--- config.mk ---
export PLATFORM = sky130hd
export DESIGN_NAME = hpsi_host_port
export DESIGN_NICKNAME = d
export VERILOG_FILES = /design/src/rtl/hpsi_pkg.sv /design/src/rtl/hpsi_host_port.sv /design/src/rtl/hpsi_irq_gate.sv
export SDC_FILE = /design/constraint.sdc
export NUM_CORES = 1
export LEC_CHECK = 0
export ABC_CLOCK_PERIOD_IN_PS = 1000
export BUFFER_PORTS_ARGS = -buffer_cell sky130_fd_sc_hd__buf_2
export CAP_MARGIN = 0
export CORE_MARGIN = 5
export CORE_UTILIZATION = 37
export DETAILED_ROUTE_END_ITERATION = 7
export PLACE_DENSITY = 0.75
export SLEW_MARGIN = 10
export SYNTH_ARGS = -nofsm -noshare
export SYNTH_HDL_FRONTEND = slang
export SYNTH_SLANG_ARGS = --single-unit
--- constraint.sdc ---
create_clock -name ref_clk_in -period 1 [get_ports ref_clk_in]
set_input_delay 0.1 -clock ref_clk_in [delete_from_list [all_inputs] [get_ports ref_clk_in]]
set_output_delay 0.1 -clock ref_clk_in [all_outputs]
set_load 0.01 [all_outputs]
--- src/rtl/hpsi_pkg.sv ---
// shared constants for the host port select and interrupt block
package hpsi_pkg;
	localparam int          SRC_COUNT     = 5;
	localparam logic [4:0]  ENABLE_RESET  = 5'h00;
	// interrupt source bit positions
	localparam int          SRC_PIN_CHG   = 0;
	localparam int          SRC_RX_ERR    = 1;
	localparam int          SRC_RX_DATA   = 2;
	localparam int          SRC_TX_SPACE  = 3;
	localparam int          SRC_MODEM     = 4;
	// strap bits placed in the low slave address bits
	localparam logic [6:0]  BASE_ADDR     = 7'h48;
	localparam logic [1:0]  STRAP_RESET   = 2'h0;
	localparam logic        SEL_I2C       = 1'b1;
	localparam logic        SEL_SPI       = 1'b0;
endpackage : hpsi_pkg

--- src/rtl/hpsi_host_port.sv ---
// host port mode select, shared pin mapping and interrupt output
//
// Behaviour
// - select high gives an i2c slave port, select low gives an spi slave.
// - in spi mode the select_or_addr_lo pin is an active low chip select.
// - in i2c mode both shared pins are address straps on the base address.
// - in spi mode serial data is sampled from serial_in_or_addr_hi.
// - in spi mode the data output is driven only while chip select is low and the core drives it, parked off in i2c mode.
// - the interrupt pin pulls low only for enabled causes.
// - causes are pin change, rx error, rx data, tx space and modem flag.
// - reset returns all host port and interrupt logic to its start state.
`timescale 1ns/1ps
module hpsi_host_port (
	input  wire logic       ref_clk_in,
	input  wire logic       rst_in,
	input  wire logic       port_select_in,
	input  wire logic       select_or_addr_lo_pin_in,
	input  wire logic       serial_in_or_addr_hi_pin_in,
	input  wire logic       spi_sclk_rise_in,
	input  wire logic       core_so_data_in,
	input  wire logic       core_so_drive_in,
	input  wire logic       sda_in,
	input  wire logic       core_sda_low_in,
	input  wire logic [4:0] irq_sources_in,
	input  wire logic [4:0] interrupt_source_enables_in,
	output logic            i2c_mode_out,
	output logic            spi_mode_out,
	output logic            spi_frame_active_out,
	output logic            spi_bit_valid_out,
	output logic            spi_bit_out,
	output logic [6:0]      i2c_slave_addr_out,
	output logic            i2c_sda_in_out,
	output logic            so_out,
	output logic            so_oe_out,
	output logic            sda_out,
	output logic            sda_oe_out,
	output logic            irq_n_out,
	output logic            irq_n_oe_out
);
	logic       i2c_sel;
	logic [1:0] strap_reg;
	logic       irq_oe;
	logic [4:0] pending;

	// mode follows the select pin; assumes it stays static
	assign i2c_sel = (port_select_in == hpsi_pkg::SEL_I2C);

	always_ff @(posedge ref_clk_in) begin
		if (rst_in) begin
			i2c_mode_out <= 1'b0;
			spi_mode_out <= 1'b0;
		end else begin
			i2c_mode_out <= i2c_sel;
			spi_mode_out <= !i2c_sel;
		end
	end

	// active low chip select frames spi
	always_ff @(posedge ref_clk_in) begin
		if (rst_in)
			spi_frame_active_out <= 1'b0;
		else
			spi_frame_active_out <= !i2c_sel && !select_or_addr_lo_pin_in;
	end

	// data sampled from shared pin on clock rise
	always_ff @(posedge ref_clk_in) begin
		if (rst_in) begin
			spi_bit_valid_out <= 1'b0;
			spi_bit_out       <= 1'b0;
		end else begin
			spi_bit_valid_out <= !i2c_sel && !select_or_addr_lo_pin_in
				&& spi_sclk_rise_in;
			if (!i2c_sel && !select_or_addr_lo_pin_in && spi_sclk_rise_in)
				spi_bit_out <= serial_in_or_addr_hi_pin_in;
		end
	end

	// straps tracked only in i2c mode
	always_ff @(posedge ref_clk_in) begin
		if (rst_in)
			strap_reg <= hpsi_pkg::STRAP_RESET;
		else if (i2c_sel)
			strap_reg <= {serial_in_or_addr_hi_pin_in,
				select_or_addr_lo_pin_in};
	end

	always_ff @(posedge ref_clk_in) begin
		if (rst_in)
			i2c_slave_addr_out <= hpsi_pkg::BASE_ADDR;
		else
			i2c_slave_addr_out <= hpsi_pkg::BASE_ADDR
				| {5'h00, strap_reg};
	end

	// so driven only in spi frames
	always_ff @(posedge ref_clk_in) begin
		if (rst_in) begin
			so_out    <= 1'b0;
			so_oe_out <= 1'b0;
		end else begin
			so_out    <= core_so_data_in;
			so_oe_out <= !i2c_sel && !select_or_addr_lo_pin_in
				&& core_so_drive_in;
		end
	end

	// sda ignored in spi mode since the board grounds it
	always_ff @(posedge ref_clk_in) begin
		if (rst_in) begin
			i2c_sda_in_out <= 1'b1;
			sda_out        <= 1'b0;
			sda_oe_out     <= 1'b0;
		end else begin
			i2c_sda_in_out <= i2c_sel ? sda_in : 1'b1;
			sda_out        <= 1'b0;
			sda_oe_out     <= i2c_sel && core_sda_low_in;
		end
	end

	hpsi_irq_gate u_irq (
		.ref_clk_in                  (ref_clk_in),
		.rst_in                      (rst_in),
		.irq_sources_in              (irq_sources_in),
		.interrupt_source_enables_in (interrupt_source_enables_in),
		.irq_oe_out                  (irq_oe),
		.irq_pending_out             (pending)
	);

	always_ff @(posedge ref_clk_in) begin
		if (rst_in) begin
			irq_n_out    <= 1'b0;
			irq_n_oe_out <= 1'b0;
		end else begin
			irq_n_out    <= 1'b0;
			irq_n_oe_out <= irq_oe;
		end
	end

	a_so_off_i2c: assert property (@(posedge ref_clk_in)
		disable iff (rst_in)
		$past(port_select_in) |-> !so_oe_out)
		else $error("so driven in i2c mode");
	a_frame_by_cs: assert property (@(posedge ref_clk_in)
		disable iff (rst_in)
		(!port_select_in && !select_or_addr_lo_pin_in)
		|=> spi_frame_active_out)
		else $error("spi frame not opened by chip select");
	a_mode_follow: assert property (@(posedge ref_clk_in)
		disable iff (rst_in)
		port_select_in |=> (i2c_mode_out && !spi_mode_out))
		else $error("i2c mode not selected");
	a_strap_addr: assert property (@(posedge ref_clk_in)
		disable iff (rst_in)
		(port_select_in && $past(port_select_in)) |=>
		(i2c_slave_addr_out[1:0] == ($past(strap_reg) | 2'h0)))
		else $error("slave address not from straps");
	a_bit_sample: assert property (@(posedge ref_clk_in)
		disable iff (rst_in)
		(!port_select_in && !select_or_addr_lo_pin_in && spi_sclk_rise_in)
		|=> (spi_bit_valid_out
		&& spi_bit_out == $past(serial_in_or_addr_hi_pin_in)))
		else $error("spi bit not sampled");
	a_irq_two_stage: assert property (@(posedge ref_clk_in)
		disable iff (rst_in)
		(|(irq_sources_in & interrupt_source_enables_in))
		|-> ##2 irq_n_oe_out)
		else $error("enabled cause did not pull interrupt low");
	a_reset_idle: assert property (@(posedge ref_clk_in)
		rst_in |=> (!irq_n_oe_out && !so_oe_out && !sda_oe_out))
		else $error("outputs driven after reset");
	a_sda_spi_off: assert property (@(posedge ref_clk_in)
		disable iff (rst_in)
		!port_select_in |=> (!sda_oe_out && i2c_sda_in_out))
		else $error("sda used in spi mode");

	// refused side of each path: a stuck enable would slip past the
	// positive checks above
	a_frame_closed: assert property (@(posedge ref_clk_in)
		disable iff (rst_in)
		(port_select_in || select_or_addr_lo_pin_in)
		|=> !spi_frame_active_out)
		else $error("spi frame open without chip select");
	a_bit_refused: assert property (@(posedge ref_clk_in)
		disable iff (rst_in)
		(port_select_in || select_or_addr_lo_pin_in || !spi_sclk_rise_in)
		|=> !spi_bit_valid_out)
		else $error("spi bit taken outside a frame");
	a_so_cs_high: assert property (@(posedge ref_clk_in)
		disable iff (rst_in)
		select_or_addr_lo_pin_in |=> !so_oe_out)
		else $error("so driven while chip select is high");
	a_strap_hold: assert property (@(posedge ref_clk_in)
		disable iff (rst_in)
		!port_select_in |=> $stable(strap_reg))
		else $error("straps moved while pins carry spi traffic");

	// pass-through of mode, so and sda, one cycle behind the pins
	a_spi_mode_follow: assert property (@(posedge ref_clk_in)
		disable iff (rst_in)
		!port_select_in |=> (spi_mode_out && !i2c_mode_out))
		else $error("spi mode not selected");
	a_so_drive: assert property (@(posedge ref_clk_in)
		disable iff (rst_in)
		(!port_select_in && !select_or_addr_lo_pin_in && core_so_drive_in)
		|=> (so_oe_out && so_out == $past(core_so_data_in)))
		else $error("so not driven in an spi frame");
	a_sda_forward: assert property (@(posedge ref_clk_in)
		disable iff (rst_in)
		port_select_in |=> (i2c_sda_in_out == $past(sda_in)
		&& sda_oe_out == $past(core_sda_low_in)))
		else $error("sda not passed through in i2c mode");

	// interrupt path: gate stage then pin stage, skipped at reset release
	a_pending_mask: assert property (@(posedge ref_clk_in)
		disable iff (rst_in)
		!$past(rst_in) |-> (pending == $past(irq_sources_in
		& interrupt_source_enables_in)))
		else $error("pending causes do not match enabled sources");
	a_irq_follow: assert property (@(posedge ref_clk_in)
		disable iff (rst_in)
		!$past(rst_in) |-> (irq_n_oe_out == $past(irq_oe)))
		else $error("interrupt pin does not follow the gated request");

	// reset clears mode and address state, not only the enables
	a_reset_addr: assert property (@(posedge ref_clk_in)
		rst_in |=> (i2c_slave_addr_out == hpsi_pkg::BASE_ADDR
		&& !i2c_mode_out && !spi_mode_out && i2c_sda_in_out))
		else $error("host port state not cleared by reset");
endmodule : hpsi_host_port

--- src/rtl/hpsi_irq_gate.sv ---
// interrupt source gating and open-drain request
`timescale 1ns/1ps
module hpsi_irq_gate (
	input  wire logic       ref_clk_in,
	input  wire logic       rst_in,
	input  wire logic [4:0] irq_sources_in,
	input  wire logic [4:0] interrupt_source_enables_in,
	output logic            irq_oe_out,
	output logic [4:0]      irq_pending_out
);
	logic [4:0] pend_next;

	assign pend_next = irq_sources_in & interrupt_source_enables_in;

	always_ff @(posedge ref_clk_in) begin
		if (rst_in) begin
			irq_oe_out      <= 1'b0;
			irq_pending_out <= hpsi_pkg::ENABLE_RESET;
		end else begin
			irq_oe_out      <= |pend_next;
			irq_pending_out <= pend_next;
		end
	end

	a_irq_enabled_only: assert property (@(posedge ref_clk_in)
		disable iff (rst_in)
		!(|($past(irq_sources_in) & $past(interrupt_source_enables_in)))
		|-> !irq_oe_out)
		else $error("interrupt asserted with no enabled cause");
endmodule : hpsi_irq_gate

### After elaboration in Yosys (flattened, before gate mapping)

Cells that the tools add are included.
Widths: inputs -> output; s select.

| operators by class | value |
|---|---|
| bitwise operators | 2 |
| reductions and logical operators | 8 |

Operator list:

| cell | count |
|---|---|
| $and 5x5->5 | 1 |
| $reduce_or 5->1 | 1 |
| $logic_and 1x1->1 | 4 |
| $logic_not 1->1 | 2 |
| $reduce_or 2->1 | 1 |
| $not 1->1 | 1 |

| word-level totals | value |
|---|---|
| input bits | 20 |
| logic and storage cells | 24 |
| bits in registers | 20 |

### Longest topological paths before layout

Gate-level depths: netlist of the first run.

| depth | value |
|---|---|
| depth after elaboration | 3 |
| mapped depth | 4 |

### Hierarchy

From an unflattened synthesis of the first run, not the netlist that was laid out.

| second synthesis, totals | value |
|---|---|
| cell total of the unflattened synthesis | 62 |
| area total of the unflattened synthesis | 675.6 sq um |

By module, submodules not included:

| module | cells an instance | sequential area each (sq um) | instances | area an instance (sq um) |
|---|---|---|---|---|
| hpsi_host_port | 44 | 280.3 | 1 | 501.7 |
| hpsi_irq_gate | 18 | 120.1 | 1 | 173.9 |

### Worst setup path before layout of the first run

No wires, ideal clock.

| path | value |
|---|---|
| path type | in2reg |
| from | input port port_select_in |
| to | register spi_bit_out |
| required time | 882 ps |
| library setup time | 118 ps |
| path slack | 279 ps |
| buffers on the path | 1 |
| data arrival time | 603 ps |
| stages on the path | 4 |
| path through | buf_6 > nor3b_2 > mux2i_1 > nor2_1 |

| between the ends | value |
|---|---|
| longest elaborated chain between the ends | 3 |

RTL lines:

| item | RTL line | source |
|---|---|---|
| start, declared | hpsi_host_port.sv:16 | `input wire logic port_select_in,` |
| $logic_not 1->1 | hpsi_host_port.sv:74 | `if (!i2c_sel && !select_or_addr_lo_pin_in && spi_sclk_rise_in)` |
| $logic_and 1x1->1 (2 in series) | hpsi_host_port.sv:74 |  |
| end signal, assigned | hpsi_host_port.sv:75 | `spi_bit_out <= serial_in_or_addr_hi_pin_in;` |
| end, declared | hpsi_host_port.sv:30 | `output logic spi_bit_out,` |

Every way passes these cells.
A chain may end at the register's enable or synchronous reset.

### Final worst setup path of the first run

| path | value |
|---|---|
| from | register spi_bit_out |
| to | output port spi_bit_out |

No word-level cell between the ends.

==> results of run 1 <==
==> kinds of logic (layout without fill, tap and decap cells) <==
family	Yosys count	after routing	share of synthesized area
flops	15	15	0.573
simple gates	15	15	0.181
buf+inv	9	35	0.131
compound gates	3	3	0.0430
mux	3	3	0.0573
other cells	2	7	0.0143
==> layout make-up <==
cell class                      instances  area, um^2
Timing Repair Buffer                   31         155
Clock buffer                            4        26.3
Fill cell                             135         643
Sequential cell                        15         300
Tap cell                               15        18.8
Multi-Input combinational cell         28         174
==> cell usage in the layout (no fill, tap or decap), drive strengths merged <==
cell     n
nor2b    4
and2     3
nor3     1
and2b    1
dfxtp   15
conb     7
nand2b   1
clkbuf   4
a222oi   1
nor2     4
nor3b    1
a22oi    1
buf     31
a21oi    1
mux2i    3
==> power breakdown <==
group | switching, mW | total [mW] | leakage, nW | internal [mW]
clock | 0.165 | 0.319 | 0.0150 | 0.154
sequential | 0.00606 | 0.631 | 0.124 | 0.625
combinational | 0.0625 | 0.124 | 0.214 | 0.0612
==> worst max path at each step <==
| stage | from | endpoint | slack (ns) |
|---|---|---|---|
| floorplan | port_select_in | spi_bit_out | 0.28 |
| global placement | port_select_in | spi_bit_out | 0.21 |
| detailed placement | rst_in | sda_oe_out | 0.21 |
| CTS | spi_bit_out | spi_bit_out | 0.15 |
| global route | spi_bit_out | spi_bit_out | 0.11 |
| finish | spi_bit_out | spi_bit_out | 0.18 |
==> metal layers <==
| layer | vias to the layer above | part of all wire |
|---|---|---|
| met3 | 2 | 0.12 |
| met2 | 21 | 0.50 |
| met1 | 169 | 0.36 |
| met5 | - | 0 |
| met4 | 0 | 0.020 |
| li1 | 198 | - |
==> per-stage QoR <==
stage / total power [mW] / setup WS [ns] / std cells
2_1_floorplan: 0.733 / 0.279 / 52
3_3_place_gp: 0.768 / 0.208 / 89
3_5_place_dp: 0.770 / 0.209 / 89
4_1_cts: 1.10 / 0.155 / 93
5_1_grt: 1.14 / 0.114 / 93
6_report: 1.07 / 0.175 / 93
==> results_dict.tcl, run 1 <==
set metrics [dict create \
    ys_seq_area_frac 0.573 \
    crit_path_end_kind "output port" \
    core_area_um2 1320 \
    finalCriticalPeriod_ns 0.825 \
    worstPathArrival_ns 0.72 \
    vias_per_cell 4.19 \
    synth_top_area_cell "dfxtp_1" \
    max_stage_delay_ns 0.33 \
    clock-sinks 15 \
    die_area_um2 2270 \
    place_area_um2 648 \
    drc 0 \
    grt.overflow.total 0 \
    r2r_cells 2 \
    hold_slack_ns 0.0222 \
    initial_utilization 0.398 \
    ir_drop_mv 0.509 \
    rsz0062_at_grt "no" \
    rrSetupSlack_ns 0.42 \
    synth_warnings 0 \
    slew_viol_final 0 \
    p_leak_nw 0.353 \
    gp_congestion 0.649 \
    synth_top_flop_cell "dfxtp_1" \
    grt_pass1_wl_mm 1.39 \
    synthCells 47 \
    max_freq_mhz 1210 \
    cts_hold_buf 0 \
    diodes 0 \
    post_cts_resized 0 \
    worst_hold_startpoint "sda_in" \
    cts-buffers-inserted 3 \
    worstReg2RegEnd "spi_bit_out" \
    nets 99 \
    path_clk_slew_ns 0.08 \
    hold_depth 2 \
    grt_usage 0.0896 \
    synth-async-reset-ratio 0 \
    routedWlPerCell_um 10.2 \
    routed-via-count 390 \
    path_buf_inv 1 \
    finalCritPeriodShare 0.825 \
    synth_edf_count 0 \
    synthesis.area_um2 524 \
    htreeDepth 1 \
    top_usage_layer "met2" \
    std_cell_rows 13 \
    cts_max_path_buffers 2 \
    crit_family "flip-flops" \
    worstPathRequired_ns 0.90 \
    hpwl_um 800 \
    die_h_um 47.6 \
    synth_top_area_frac 0.573 \
    final_cell_area_um2 674 \
    synth.area.top_cells "dfxtp_1, buf_4, mux2i_1" \
    synth_area_per_cell_um2 11.2 \
    dr.first_iter.drc_count 4 \
    cts_tree "built" \
    cp.depth 1 \
    portBuffers 31 \
    ys_types 16 \
    antenna_found_initial 0 \
    drive_above_1_share 0.462 \
    min_to "i2c_sda_in_out" \
    synthTopCellsByCount "dfxtp_1, buf_4, nor2_1, nor2b_1" \
    p_per_area_nw_per_um2 1590 \
    area_growth_pct 28.6 \
    cts_setup_buffers 0 \
    crit_chain "buf_2" \
    maxCapViolations 0 \
    finalHoldViolCount 0 \
    crit_type "reg2out" \
    drt_pass1_iterations 4 \
    fp.dieW_um 47.6 \
    globalRouteMet2Util 0.139 \
    drtAntennaViolNets 0 \
    grt_use_met1 0.0977 \
    start_kind "register" \
    cp_max_fo 2 \
    fin_util 0.512 \
    io_pins 39 \
    fin_skew_ns 0.000235 \
    hold_path.class "in2reg" \
    tns_ns 0 \
    grt_pass1_vias 363 \
    synth-seq-cells 15 \
    worstReg2RegStart "spi_bit_out" \
    status "complete, no violations" \
    wirelength_um 950 \
    slowest_stage "dfxtp_1" \
    root_buffer "clkbuf_4" \
    yosysMostFrequentCell "dfxtp_1" \
    finalSetupViolCount 0 \
    grt_max_degree 12 \
    clock_latency_ns 0.27 \
    met3_usage 0.0263 \
]
Power figures use the tool's default switching activity.
==> inputs of run 2 (changes only) <==
- ABC_CLOCK_PERIOD_IN_PS: 1000 -> 800
- clock period: 1 -> 0.8 ns (I/O delays scaled with it)
==> run 2 against run 1 <==
Compared with the run above:
- via count increased by 3.6%
- sequential cell count stayed put
- power grew 29%
- worst hold slack worse by 0.0098 ns
- non-clock buffer count rose by 5
- clock skew grew 0.0012 ns
- final area increased by 12%
- first-iteration DRC count is 25% higher
- die area did not move
- clock power is 28% higher
- count of clock-buffer cells in the layout stayed put
- worst setup slack lost 0.17 ns
- highest routed layer unchanged
==> results_dict.tcl, run 2 (synthesis results as in run 1) <==
set metrics [dict create \
    fill_cells 130 \
    crit_path_start "spi_bit_out" \
    hold_path.class "in2reg" \
    drt_pass1_iterations 4 \
    final_cells 98 \
    gp_congestion 0.650 \
    cp_max_fo 2 \
    cts_setup_buffers 0 \
    portBuffers 31 \
    slew_viol_final 0 \
    grt.overflow.total 0 \
    drc 0 \
    vias_per_cell 4.12 \
    grt_pass1_vias 369 \
    root_buffer "clkbuf_4" \
    std_cell_rows 13 \
    finalSetupViolCount 0 \
    crit_chain "buf_6" \
    crit_path_end_kind "output port" \
    crit_end "spi_bit_out" \
    cts_max_path_buffers 2 \
    worstReg2RegStart "spi_bit_out" \
    crit_family "flip-flops" \
    ir_drop_mv 0.714 \
    core_area_um2 1320 \
    dp_slack_ns 0.0387 \
    rsz0062_at_grt "yes" \
    max_freq_mhz 1250 \
    path_clk_slew_ns 0.08 \
    diodes 0 \
    tns_ns 0 \
    layout_commonest_cell "buf_2" \
    clock-sinks 15 \
    die_h_um 47.6 \
    status "complete, no violations" \
    setup_slack_ns 0.00121 \
    nets 104 \
    fin_util 0.571 \
    drtAntennaViolNets 0 \
    crit_type "reg2out" \
    dr.first_iter.drc_count 5 \
    slowest_stage "dfxtp_2" \
    hpwl_um 824 \
    r2r_cells 2 \
    place_area_um2 656 \
    cts_tree "built" \
    finalCritPeriodShare 0.998 \
    htreeDepth 1 \
    clock_latency_ns 0.27 \
    worstPathRequired_ns 0.72 \
    initial_utilization 0.398 \
    p_per_area_nw_per_um2 1840 \
    worstPathArrival_ns 0.72 \
    finalCriticalPeriod_ns 0.799 \
    cts-buffers-inserted 3 \
    cp.depth 1 \
    grt_usage 0.0988 \
    finalPower_mw 1.38 \
    fin_skew_ns 0.00141 \
    die_area_um2 2270 \
    grt_max_degree 9 \
    antenna_found_initial 0 \
    finalHoldViolCount 0 \
    routedWlPerCell_um 10.7 \
    final_cell_area_um2 752 \
    grt_pass1_wl_mm 1.46 \
    area_growth_pct 43.4 \
    fp.dieW_um 47.6 \
    wirelength_mm 1.05 \
    io_pins 39 \
    hold_slack_ns 0.0124 \
    routed-via-count 404 \
    layout_common_cells "buf_2, dfxtp_1, conb_1" \
    max_stage_delay_ns 0.33 \
    maxCapViolations 0 \
    placed_cells 90 \
    drive_above_1_share 0.494 \
    worstReg2RegEnd "spi_bit_out" \
    path_buf_inv 1 \
    p_leak_nw 0.379 \
    rrSetupSlack_ns 0.20 \
    start_kind "register" \
]
[run 2: worst min path at each step]
| stage | from | endpoint | cells after the start |
|---|---|---|---|
| floorplan | select_or_addr_lo_pin_in | spi_frame_active_out | 1 |
| global placement | sda_in | i2c_sda_in_out | 2 |
| detailed placement | sda_in | i2c_sda_in_out | 2 |
| CTS | spi_sclk_rise_in | spi_bit_valid_out | 2 |
| global route | spi_sclk_rise_in | spi_bit_valid_out | 2 |
| finish | spi_sclk_rise_in | spi_bit_valid_out | 2 |
[run 2: layout make-up]
class                           instances  area [um^2]  share of cell area
Clock buffer                            4         26.3              0.0349
Multi-Input combinational cell         28          174               0.231
Tap cell                               15         18.8              0.0250
Sequential cell                        15          305               0.406
Timing Repair Buffer                   36          228               0.303
[run 2: what timing repair did]
action	in CTS	in global routing
endpoints found under the hold margin	4	0
gates resized for setup	2	6
hold buffers	4	0
setup endpoints to repair	5	12
[run 2: power by group]
group / internal [mW] / leakage (nW) / switching (mW) / total, mW
registers: 0.783 / 0.125 / 0.00976 / 0.792
clock network: 0.193 / 0.0150 / 0.215 / 0.409
logic: 0.101 / 0.239 / 0.0807 / 0.181
[run 2: worst reg2reg max path: stages (launching register included)]
cell     delay [ns]
dfxtp_2        0.33
mux2i_1        0.11
nor2_1         0.05
[run 2: routing by layer]
layer  track usage  vias to the layer above  share of wire
li1              -                      210              -
met1        0.0932                      167           0.32
met2         0.158                       23           0.51
met3        0.0414                        4           0.14
met4        0.0968                        0          0.034
met5             0                        -              0
